===== src/rtc_defs.svh =====
// Offsets, field positions, reset values and counts for the seconds RTC
//
// Functional notes
// - 32-bit seconds count, once per second
// - No calendar logic, raw seconds only
// - Time-of-day alarm from 1 s to 12 days
// - Sub-second alarm, 1/4096 s steps, 244us-1s
// - Either alarm may recur at its interval
// - Enabled alarm raises interrupt and wake only when its mask bit is set
// - Interrupt serves as wake source for system
// - Frequency trim of +/-127 ppm, 1 ppm steps
// - Calibration output pin shows RTC timing with dropped ticks, but not inserted ticks
// - Counting continues on backup supply alone
`ifndef RTC_DEFS_SVH
`define RTC_DEFS_SVH
// Register byte offsets
`define RTC_OFS_SEC 8'h00
`define RTC_OFS_SUBSEC 8'h04
`define RTC_OFS_CTRL 8'h08
`define RTC_OFS_TOD_ALM 8'h0C
`define RTC_OFS_SS_ALM 8'h10
`define RTC_OFS_TRIM 8'h14
`define RTC_OFS_INT_STAT 8'h18
`define RTC_OFS_INT_MASK 8'h1C
// Field positions in status and mask
`define RTC_BIT_TOD 0
`define RTC_BIT_SS 1
// Reset values
`define RTC_CTRL_RST 6'h01
`define RTC_MASK_RST 2'h0
// Counts
`define RTC_PRESCALE 3'h7
`define RTC_SUB_BITS 12
`define RTC_TOD_MAX_DAYS 12
`define RTC_SEC_PER_DAY 86400
`define RTC_SS_MAX 4096
`define RTC_TRIM_MAX 127
`define RTC_PPM_SCALE 1000000
`endif


===== src/rtc_pkg.sv =====
// Types shared by the seconds RTC
`default_nettype none
package rtc_pkg;
  // Control register layout
  typedef struct packed {
    logic cal_out_en; // Drive calibration output pin
    logic ss_recur;   // Sub-second alarm reloads after firing
    logic tod_recur;  // Time-of-day alarm reloads after firing
    logic ss_en;      // Sub-second alarm enabled
    logic tod_en;     // Time-of-day alarm enabled
    logic run;        // Counting enabled
  } rtc_ctrl_t;
  // Alarm event flags
  typedef struct packed {
    logic ss;
    logic tod;
  } rtc_evt_t;
endpackage : rtc_pkg
`default_nettype wire


===== src/rtc_seconds.sv =====
// Seconds real-time clock with two alarms, trim and calibration output
`timescale 1ns/1ps
`default_nettype none
`include "rtc_defs.svh"
module rtc_seconds import rtc_pkg::*; (
  input wire logic pclk,
  input wire logic presetn,
  input wire logic psel,
  input wire logic penable,
  input wire logic pwrite,
  input wire logic [7:0] paddr,
  input wire logic [31:0] pwdata,
  output logic [31:0] prdata,
  output logic pready,
  output logic pslverr,
  input wire logic rtc_clk_32k,
  output logic rtc_cal_clock_out,
  output logic rtc_cal_clock_oe,
  output logic irq,
  output logic wake_req
);

  // ------------------------------------------------------------
  // Constants
  // ------------------------------------------------------------
  localparam logic [19:0] TOD_MAX =
    20'(`RTC_TOD_MAX_DAYS * `RTC_SEC_PER_DAY);
  localparam logic [12:0] SS_MAX = 13'(`RTC_SS_MAX);
  localparam logic signed [20:0] PPM = 21'(`RTC_PPM_SCALE);
  localparam logic signed [7:0] TRIM_MAX = 8'(`RTC_TRIM_MAX);

  // ------------------------------------------------------------
  // State
  // ------------------------------------------------------------
  logic [31:0] sec;            // Absolute seconds
  logic [11:0] sub;            // 1/4096 s fraction
  rtc_ctrl_t ctrl;             // Control bits
  logic [19:0] tod_ivl;        // Time-of-day interval, seconds
  logic [31:0] tod_target;     // Seconds value that fires
  logic tod_armed;             // Target is live
  logic [12:0] ss_ivl;         // Sub-second interval, ticks
  logic [12:0] ss_cnt;         // Ticks left before firing
  logic ss_armed;              // Countdown is live
  logic signed [7:0] trim;     // Signed ppm trim
  logic signed [20:0] acc;     // Trim error accumulator
  rtc_evt_t stat;              // Sticky alarm flags
  rtc_evt_t mask;              // Interrupt enables
  logic [1:0] clk_sync;        // Pin synchroniser
  logic clk_seen;              // Previous synchronised level
  logic [2:0] div;             // Divide-by-eight prescaler

  // ------------------------------------------------------------
  // APB decode
  // ------------------------------------------------------------
  // Zero-wait slave; read data is captured in the setup cycle
  wire setup = psel && !penable;
  wire acc_ph = psel && penable;
  wire wr = acc_ph && pwrite;
  wire rd = acc_ph && !pwrite;
  wire hit_sec = paddr == `RTC_OFS_SEC;
  wire hit_sub = paddr == `RTC_OFS_SUBSEC;
  wire hit_ctrl = paddr == `RTC_OFS_CTRL;
  wire hit_tod = paddr == `RTC_OFS_TOD_ALM;
  wire hit_ss = paddr == `RTC_OFS_SS_ALM;
  wire hit_trim = paddr == `RTC_OFS_TRIM;
  wire hit_stat = paddr == `RTC_OFS_INT_STAT;
  wire hit_mask = paddr == `RTC_OFS_INT_MASK;
  wire mapped = hit_sec | hit_sub | hit_ctrl | hit_tod | hit_ss |
                hit_trim | hit_stat | hit_mask;
  assign pready = 1'b1;
  assign pslverr = acc_ph && !mapped;

  // Clamp a requested interval into its legal range
  function automatic logic [19:0] clamp_tod(input logic [31:0] v);
    if (v == 32'h0) begin
      clamp_tod = 20'h00001;
    end else if (v > {12'h0, TOD_MAX}) begin
      clamp_tod = TOD_MAX;
    end else begin
      clamp_tod = v[19:0];
    end
  endfunction : clamp_tod

  // Same for the sub-second interval
  function automatic logic [12:0] clamp_ss(input logic [31:0] v);
    if (v == 32'h0) begin
      clamp_ss = 13'h0001;
    end else if (v > {19'h0, SS_MAX}) begin
      clamp_ss = SS_MAX;
    end else begin
      clamp_ss = v[12:0];
    end
  endfunction : clamp_ss

  wire [7:0] trim_req = pwdata[7:0];
  wire signed [7:0] trim_in =
    ($signed(trim_req) < -TRIM_MAX) ? -TRIM_MAX : $signed(trim_req);

  // ------------------------------------------------------------
  // Timebase
  // ------------------------------------------------------------
  // The outside party supplies 32.768 kHz; it is asynchronous
  always_ff @(posedge pclk or negedge presetn) begin
    if (!presetn) begin
      clk_sync <= 2'h0;
      clk_seen <= 1'b0;
    end else begin
      clk_sync <= {clk_sync[0], rtc_clk_32k};
      clk_seen <= clk_sync[1];
    end
  end

  wire edge32 = clk_sync[1] && !clk_seen && ctrl.run;
  wire base_tick = edge32 && (div == `RTC_PRESCALE);

  // Trim: each nominal tick adds trim ppm of a tick to the error;
  // a whole tick of error inserts or swallows one tick
  wire signed [20:0] acc_sum = acc + 21'(trim);
  wire add_tick = base_tick && (acc_sum >= PPM);
  wire drop_tick = base_tick && (acc_sum <= -PPM);
  wire signed [20:0] next_acc = add_tick ? acc_sum - PPM :
                                drop_tick ? acc_sum + PPM : acc_sum;
  wire [1:0] inc = !base_tick ? 2'd0 : add_tick ? 2'd2 :
                   drop_tick ? 2'd0 : 2'd1;

  // Fraction advance and carry into seconds
  wire [12:0] sub_sum = {1'b0, sub} + {11'h0, inc};
  wire sec_tick = sub_sum[12];
  wire [31:0] next_sec = sec + 32'h1;

  // ------------------------------------------------------------
  // Alarm events
  // ------------------------------------------------------------
  // Alarms fire only while enabled
  wire tod_fire = sec_tick && tod_armed && ctrl.tod_en &&
                  (next_sec == tod_target) && !(wr && hit_sec);
  wire ss_fire = (inc != 2'd0) && ss_armed && ctrl.ss_en &&
                 (ss_cnt <= {11'h0, inc});
  wire [12:0] ss_left = ss_cnt - {11'h0, inc};
  rtc_evt_t evt;
  assign evt = '{ss: ss_fire, tod: tod_fire};
  wire stat_clr = rd && hit_stat;
  // Clear only the flags that the read returned in setup
  wire [1:0] clr_bits = stat_clr ? prdata[1:0] : 2'h0;

  // ------------------------------------------------------------
  // Counters, prescaler and trim
  // ------------------------------------------------------------
  // Only presetn (the backup-domain reset) clears time, so the count
  // survives every power mode that keeps the backup supply
  // No calendar conversion here; software reads raw seconds
  always_ff @(posedge pclk or negedge presetn) begin
    if (!presetn) begin
      div <= 3'h0;
      acc <= '0;
      sub <= 12'h000;
      sec <= 32'h0;
    end else begin
      if (edge32) begin
        div <= div + 3'h1;
      end
      // Error moves only on a nominal tick, never on every bus cycle
      if (base_tick) begin
        acc <= next_acc;
      end
      if (wr && hit_sub) begin
        sub <= pwdata[11:0];
      end else begin
        sub <= sub_sum[11:0];
      end
      if (wr && hit_sec) begin
        sec <= pwdata;
      end else if (sec_tick) begin
        sec <= next_sec;
      end
    end
  end

  // ------------------------------------------------------------
  // Time-of-day alarm
  // ------------------------------------------------------------
  // Writing the interval arms it relative to the current count
  always_ff @(posedge pclk or negedge presetn) begin
    if (!presetn) begin
      tod_ivl <= 20'h00001;
      tod_target <= 32'h0;
      tod_armed <= 1'b0;
    end else if (wr && hit_tod) begin
      tod_ivl <= clamp_tod(pwdata);
      tod_target <= sec + {12'h0, clamp_tod(pwdata)};
      tod_armed <= 1'b1;
    end else if (tod_fire) begin
      tod_target <= tod_target + {12'h0, tod_ivl};
      tod_armed <= ctrl.tod_recur;
    end
  end

  // ------------------------------------------------------------
  // Sub-second alarm
  // ------------------------------------------------------------
  // A dropped tick never decrements; a doubled one counts as two
  always_ff @(posedge pclk or negedge presetn) begin
    if (!presetn) begin
      ss_ivl <= 13'h0001;
      ss_cnt <= 13'h0001;
      ss_armed <= 1'b0;
    end else if (wr && hit_ss) begin
      ss_ivl <= clamp_ss(pwdata);
      ss_cnt <= clamp_ss(pwdata);
      ss_armed <= 1'b1;
    end else if (ss_fire) begin
      ss_cnt <= ss_ivl;
      ss_armed <= ctrl.ss_recur;
    end else if (ss_armed && ctrl.ss_en && inc != 2'd0) begin
      ss_cnt <= ss_left;
    end
  end

  // ------------------------------------------------------------
  // Control, trim, mask and status registers
  // ------------------------------------------------------------
  // An alarm in the same cycle as the clearing read stays set
  always_ff @(posedge pclk or negedge presetn) begin
    if (!presetn) begin
      ctrl <= rtc_ctrl_t'(`RTC_CTRL_RST);
      trim <= 8'sh00;
      mask <= rtc_evt_t'(`RTC_MASK_RST);
      stat <= '0;
    end else begin
      if (wr && hit_ctrl) begin
        ctrl <= rtc_ctrl_t'(pwdata[5:0]);
      end
      if (wr && hit_trim) begin
        trim <= trim_in;
      end
      if (wr && hit_mask) begin
        mask <= rtc_evt_t'(pwdata[1:0]);
      end
      stat <= rtc_evt_t'((stat & ~clr_bits) | evt);
    end
  end

  // ------------------------------------------------------------
  // Read data and outputs
  // ------------------------------------------------------------
  wire [31:0] rd_mux =
    hit_sec ? sec :
    hit_sub ? {20'h0, sub} :
    hit_ctrl ? {26'h0, ctrl} :
    hit_tod ? {12'h0, tod_ivl} :
    hit_ss ? {19'h0, ss_ivl} :
    hit_trim ? {{24{trim[7]}}, trim} :
    hit_stat ? {30'h0, stat} :
    hit_mask ? {30'h0, mask} : 32'h0;

  // Capture read data in setup so prdata comes from a flop
  always_ff @(posedge pclk or negedge presetn) begin
    if (!presetn) begin
      prdata <= 32'h0;
      irq <= 1'b0;
      rtc_cal_clock_out <= 1'b0;
      rtc_cal_clock_oe <= 1'b0;
    end else begin
      if (setup && !pwrite) begin
        prdata <= rd_mux;
      end
      irq <= |(stat & mask);
      // 4096 Hz tick less dropped ticks, halved: 2048 Hz shows negative trim, not inserted ticks
      if (base_tick && !drop_tick) begin
        rtc_cal_clock_out <= !rtc_cal_clock_out;
      end
      rtc_cal_clock_oe <= ctrl.cal_out_en;
    end
  end

  // Power controller treats the interrupt as a wake source
  assign wake_req = irq;
endmodule : rtc_seconds
`default_nettype wire


===== config.mk =====
export PLATFORM = sky130hd
export DESIGN_NAME = rtc_seconds
export DESIGN_NICKNAME = d
export VERILOG_FILES = /design/src/rtc_pkg.sv /design/src/rtc_seconds.sv
export VERILOG_INCLUDE_DIRS = /design/src
export SDC_FILE = /design/constraint.sdc
export NUM_CORES = 1
export LEC_CHECK = 0
export BUFFER_PORTS_ARGS = -buffer_cell sky130_fd_sc_hd__buf_2
export CAP_MARGIN = 20
export CORE_UTILIZATION = 40
export DETAILED_ROUTE_END_ITERATION = 10
export PLACE_DENSITY = 0.63
export SYNTH_ARGS = -nofsm -noshare
export SYNTH_HDL_FRONTEND = slang
export SYNTH_SLANG_ARGS = --single-unit

===== constraint.sdc =====
create_clock -name pclk -period 7.87 [get_ports pclk]
set_clock_uncertainty 0.05 [all_clocks]
set_input_delay 0.3935 -clock pclk [delete_from_list [all_inputs] [get_ports pclk]]
set_output_delay 0.3935 -clock pclk [all_outputs]
set_load 0.02 [all_outputs]

==> results.ini, run 1 <==
[run_status]
status=finished, final reports clean

[critical_path]
crit_slowest_cell=dfrtp_1
timing_worst_setup_path_type=reg2reg
critPathArrivalTime_ns=7.18
path_buf_inv=1
critPathMaxFanout=17
path_common_cell=a21o_1
cp_top_family=simple AND/OR/NAND/NOR gates
start_kind=flop
critical_path.cell_chain=ha_1 > a21o_1 > a21o_1 > a31oi_4 > o21ai_1 > xnor2_1 > or4_4 > o2111ai_4 > and3_1 > nand2_1 > fa_1 > nor3_2 > nand3_1 > or4b_1 > nor4_1 > and4_1 > buf_4 > nand4_1 > or2_1 > xor2_1 > mux2i_1
end_kind=flop
slowest_delay_ns=0.80
cp.required_ns=8.22

[drt]
routedWlPerCell_um=20.4
wl_met2_mm=20.9
dr_wl_met3_mm=3.42
postRouteAntennaNets=0
dr.pass1.iters=6
vias=14100
wl_met1_mm=23.3
highest_layer=met4
remaining_drc_errors=0
vias_per_cell=5.83
drtIter0Drc=1112
wirelength_mm=49.1

[synth]
post-synth-top-area-fraction=0.324
ys.warnings.count=0
seq_area_frac_synth=0.330
netlist_instances=1852
yosysMostFrequentCell=nand2_1
synth_area_per_cell_um2=8.35
synth_area_um2=15500
yosysUniqueCellTypes=94
synth_area_leaders=dfrtp_1 32%, a21oi_1 6.1%, xnor2_1 5.9%, ha_1 5.7%, nand2_1 5.0%
synth_nets=1973
synth-seq-cells=204
yosys_most_used_dff=dfrtp_1
synth_commonest_cells=207 x nand2_1, 200 x dfrtp_1, 190 x a21oi_1, 190 x nor2_1, 104 x xnor2_1
yosysTopAreaCell=dfrtp_1
async_reset_ff_frac=1.00
synth_edf_count=0

[timing]
finalHoldViolCount=0
fin_ws_ns=1.04
slew_headroom=0.335
rsz0062_at_grt=false
drv_slew=0
setup_violations=0
worstMarginPinSlew_ns=0.992
max_freq_ghz=0.146
fin_crit_sh=0.868
fin_crit_ns=6.83
finalSetupTns_ns=0

[power]
switching_share=0.281
p_int_w=0.00191
leakage_nw=7.60
pwr-share-clk=0.441
p_seq_frac=0.421
pwr_density_cell_nw_per_um2=155
peakVddDrop_v=0.000133
power_switching_w=0.000747
combPwrFrac=0.138

[final_layout]
drive_above_1_share=0.128
fillers=3796
final_cell_count_no_fill=2413
final_util=0.453
design_area_um2=17100
layout.nets=2005
area_growth_pct=10.8

[hold_path]
hold_class=in2reg

[cts]
clk_pin_slew_ns=0.06
cts_tree=yes
cts_sinks=204
clkLatencyLatePin_ns=0.55
cts_root_buf=clkbuf_16
cts_buffers=25
clockBufferDepth=3
htreeDepth=1

[place]
portBuffers=82
placed_cell_area_um2=16300
dp.final_hpwl_mm=36.8
dp_cells=2366
globalplace.congestion=0.919
place_ws_ns=1.10

[floorplanning]
die_h_um=199
std_cell_rows=71
die_area_um2=39500
fp.dieW_um=199
pin_count=84
coreArea_um2=37800
start_util=0.409

[grt]
antenna_found_initial=2
grt_overflow=0
grt_max_degree=83
grt_pass1_vias=13200
track_usage=0.252
grt_pass1_wl_mm=76.8

[run]
maxCapViolations=0

-- cell usage in the layout (no fill, tap or decap), drive strengths merged, types with 9 or more instances in the layout --
cell,instances
or4,12
nor4,23
nand4,30
o22ai,10
o21a,22
nand2b,22
a22oi,10
or3,12
xor2,61
and3,16
o21ai,107
ha,70
mux2i,37
a22o,9
buf,105
o31ai,11
a21oi,194
inv,55
a21o,25
dfrtp,200
nor2,190
mux2,34
and2,27
nand2,209
or2,17
nand3,54
nor3,37
xnor2,106
clkbuf,35
nor2b,9
a211oi,13
o211ai,13
and4,11
-- path summary, 6_finish.rpt --
check | start | endpoint | slack [ns] | cells after the start
setup / recovery | trim[7] | tod_target[31] | 1.04 | 21
hold / removal | pwdata[30] | sec[30] | 0.07 | 3
setup reg to reg | trim[7] | tod_target[31] | 1.04 | 21
hold reg to reg | clk_sync[0] | clk_sync[1] | 0.31 | 0
max in group asynchronous | presetn | ss_ivl[9] | 6.03 | 3
min in group asynchronous | presetn | prdata[27] | 0.40 | 2
-- per-stage QoR --
stage	hold slack (ns)	total power [W]
finish	0.0683	0.00266
global route	0.0732	0.00277
CTS	0.0557	0.00268
detailed placement	0.289	0.00150
global placement	0.301	0.00150
floorplan	0.0479	0.00136
-- layout make-up --
type / instances / area, um2 / share of cell area
diodes: 2 / 5.00 / 0.000292
clock buffers: 35 / 713 / 0.0416
clock inverters: 8 / 100 / 0.00584
inverters: 54 / 203 / 0.0118
multi-input cells: 1492 / 9750 / 0.569
flip-flops and latches: 204 / 5110 / 0.298
well taps: 511 / 639 / 0.0373
repair buffers: 107 / 617 / 0.0360
-- flip-flops by register name (all words and copies together), names as in the netlist, 6 cells and up --
register    count
prdata         32
sec            32
tod_target     32
acc            21
tod_ivl        20
ss_cnt         13
ss_ivl         13
sub            12
trim            8
ctrl            6
-- worst register-to-register path, stage by stage, from the launching register on --
cell	delay [ns]
dfrtp_1	0.80
ha_1	0.48
a21o_1	0.26
a21o_1	0.21
a31oi_4	0.27
o21ai_1	0.18
xnor2_1	0.25
or4_4	0.59
o2111ai_4	0.42
and3_1	0.30
nand2_1	0.09
fa_1	0.50
nor3_2	0.27
nand3_1	0.15
or4b_1	0.55
nor4_1	0.16
and4_1	0.32
buf_4	0.28
nand4_1	0.11
or2_1	0.23
xor2_1	0.13
mux2i_1	0.09
-- layer usage --
layer  track usage  vias to the layer above
li1              -                     6673
met1         0.374                     6807
met2         0.370                      513
met3        0.0332                       79
met4        0.0886                        0
met5             0                        -
-- what timing repair did --
action / CTS / global route
hold buffers: 2 / 0
endpoints found under the hold margin: 81 / 0
buffers inserted: 0 / 0
gates resized for setup: 0 / 0
-- power by group through the flow --
| stage | Sequential, W | Combinational (W) | Clock [W] |
|---|---|---|---|
| 2_1_floorplan | 0.00116 | 0.000201 | 0 |
| 3_3_place_gp | 0.00114 | 0.000361 | 0 |
| 3_5_place_dp | 0.00114 | 0.000362 | 0 |
| 4_1_cts | 0.00112 | 0.000364 | 0.00120 |
| 5_1_grt | 0.00112 | 0.000402 | 0.00124 |
| 6_report | 0.00112 | 0.000368 | 0.00117 |
-- cell families (layout without fill, tap and decap cells) --
group | after synthesis | count (layout) | synth area share
other | 1 | 3 | 0.000242
DFF | 204 | 204 | 0.330
adders and majority gates | 75 | 75 | 0.0631
AOI/OAI and AO/OA | 498 | 498 | 0.206
xor gates and xnor gates | 167 | 167 | 0.0955
and+or+nand+nor | 680 | 680 | 0.213
muxes | 71 | 71 | 0.0487
buffers and inverters | 156 | 204 | 0.0423
Power figures use the tool's default switching activity.
==> inputs of run 2 (changes only) <==
- CELL_PAD_IN_SITES_DETAIL_PLACEMENT: unset -> 0
- CELL_PAD_IN_SITES_GLOBAL_PLACEMENT: unset -> 2
- CORE_UTILIZATION: 40 -> 39
- PLACE_DENSITY: 0.63 -> 0.89
- TNS_END_PERCENT: unset -> 100
==> results.ini, run 2 (synthesized netlist as in run 1, its figures left out) <==
[drt]
postRouteAntennaNets=0
vias_per_cell=5.74
drtIter0Drc=975
vias=13900
remaining_drc_errors=0
dr.pass1.iters=5
routedWlPerCell_um=20.9
wirelength_mm=50.6

[critical_path]
rr_worst_depth=20
critical_path.cell_chain=ha_1 > a21oi_2 > o211ai_1 > o211ai_1 > nor3b_2 > nand3_1 > or4_4 > o2111ai_4 > buf_4 > and3_1 > nand2_1 > fa_1 > nor3_2 > nand3_1 > or4b_1 > nor4_1 > and4_1 > buf_4 > mux2i_1 > a21oi_1
path_depth=20
slowest_delay_ns=0.84
endpoint=tod_target[5]
cp.required_ns=8.23
cp-startpoint=trim[7]
start_kind=flop
path_buf_inv=2
critPathArrivalTime_ns=7.46
timing_worst_setup_path_type=reg2reg
crit_slowest_cell=dfrtp_1
cp_top_family=simple AND/OR/NAND/NOR gates
r2r_end=tod_target[5]
worstReg2RegStart=trim[7]
regToRegSetupSlack_ns=0.77
critPathMaxFanout=17
end_kind=flop

[final_layout]
drive_above_1_share=0.130
fillers=3972
layout_commonest_cell=nand2_1
reg.largest.list=prdata (32), sec (32), tod_target (32)
final_util=0.443
final_cell_mix=207 x nand2_1, 200 x dfrtp_1, 190 x nor2_1, 190 x a21oi_1, 104 x xnor2_1
layout.nets=2007
antenna_cells=0
area_growth_pct=11.4

[cts]
cts_root_buf=clkbuf_16
post-cts-setup-buffers=0
clk_pin_slew_ns=0.06
htreeDepth=1
cts_hold_buf=2
clockBufferDepth=3
clkLatencyLatePin_ns=0.55
post_cts_resize_count=0
cts_tree=yes
cts_sinks=204
cts_buffers=26

[power]
pwr-share-clk=0.460
peakVddDrop_v=0.000164
p_seq_frac=0.406
power_switching_w=0.000754
pwr_density_cell_nw_per_um2=160
switching_share=0.274
combPwrFrac=0.134
p_int_w=0.00200
leakage_nw=7.65

[run]
maxCapViolations=0

[floorplanning]
fp.dieW_um=201
pin_count=84
std_cell_rows=72
die_area_um2=40500
coreArea_um2=38900
die_h_um=201
start_util=0.397

[timing]
drv_slew=0
fin_crit_sh=0.902
fin_crit_ns=7.10
slew_headroom=0.307
finalSetupTns_ns=0
setup_violations=0
rsz0062_at_grt=false
max_freq_ghz=0.141
holdWs_ns=0.0606
finalHoldViolCount=0
fin_ws_ns=0.771
worstMarginPinSlew_ns=1.03

[hold_path]
hold_depth=3
hold_class=in2reg

[grt]
grt_pass1_vias=13200
antenna_found_initial=0
track_usage=0.248
grt_pass1_wl_mm=78.9
grt_max_degree=90
grt_overflow=0

[place]
place_ws_ns=0.840
dp.final_hpwl_mm=37.7
portBuffers=82
globalplace.congestion=0.880

[run_status]
status=finished, final reports clean

run 2: power by group through the flow:
stage,sequential (W),clock (W),combinational [W]
CTS,0.00112,0.00130,0.000369
finish,0.00112,0.00127,0.000370
global placement,0.00114,0,0.000365
global route,0.00112,0.00134,0.000404
floorplan,0.00116,0,0.000201
detailed placement,0.00114,0,0.000366
run 2: metal layers:
metal	wire length, um	vias up	global-route usage
met4	1220	0	0.0752
met2	22500	359	0.387
met5	0	-	0
met3	2570	71	0.0303
met1	24200	6800	0.357
li1	-	6689	-
run 2: through the flow:
stage	cell area, um2	std cells	power [W]
2_1_floorplan	15500	1852	0.00136
3_3_place_gp	16300	2373	0.00150
3_5_place_dp	16300	2373	0.00150
4_1_cts	17200	2422	0.00278
5_1_grt	17200	2423	0.00286
6_report	17200	2423	0.00276
run 2: tightest hold or removal path: stages:
cell,delay [ns]
buf_2,0.09
nor2_1,0.04
a21oi_1,0.09
run 2: layout make-up:
class	count	area, um2	area share
Inverter	54	203	0.0118
Clock inverter	11	155	0.00901
Timing Repair Buffer	108	624	0.0362
Clock buffer	36	739	0.0429
Multi-Input combinational cell	1492	9750	0.566
Tap cell	518	648	0.0376
Sequential cell	204	5110	0.297
run 2: how the worst min path moves through the flow:
stage | endpoint | startpoint
floorplan | acc[0] | presetn
global placement | clk_sync[1] | clk_sync[0]
detailed placement | clk_sync[1] | clk_sync[0]
CTS | sec[22] | pwdata[22]
global route | sec[22] | pwdata[22]
finish | sec[22] | pwdata[22]
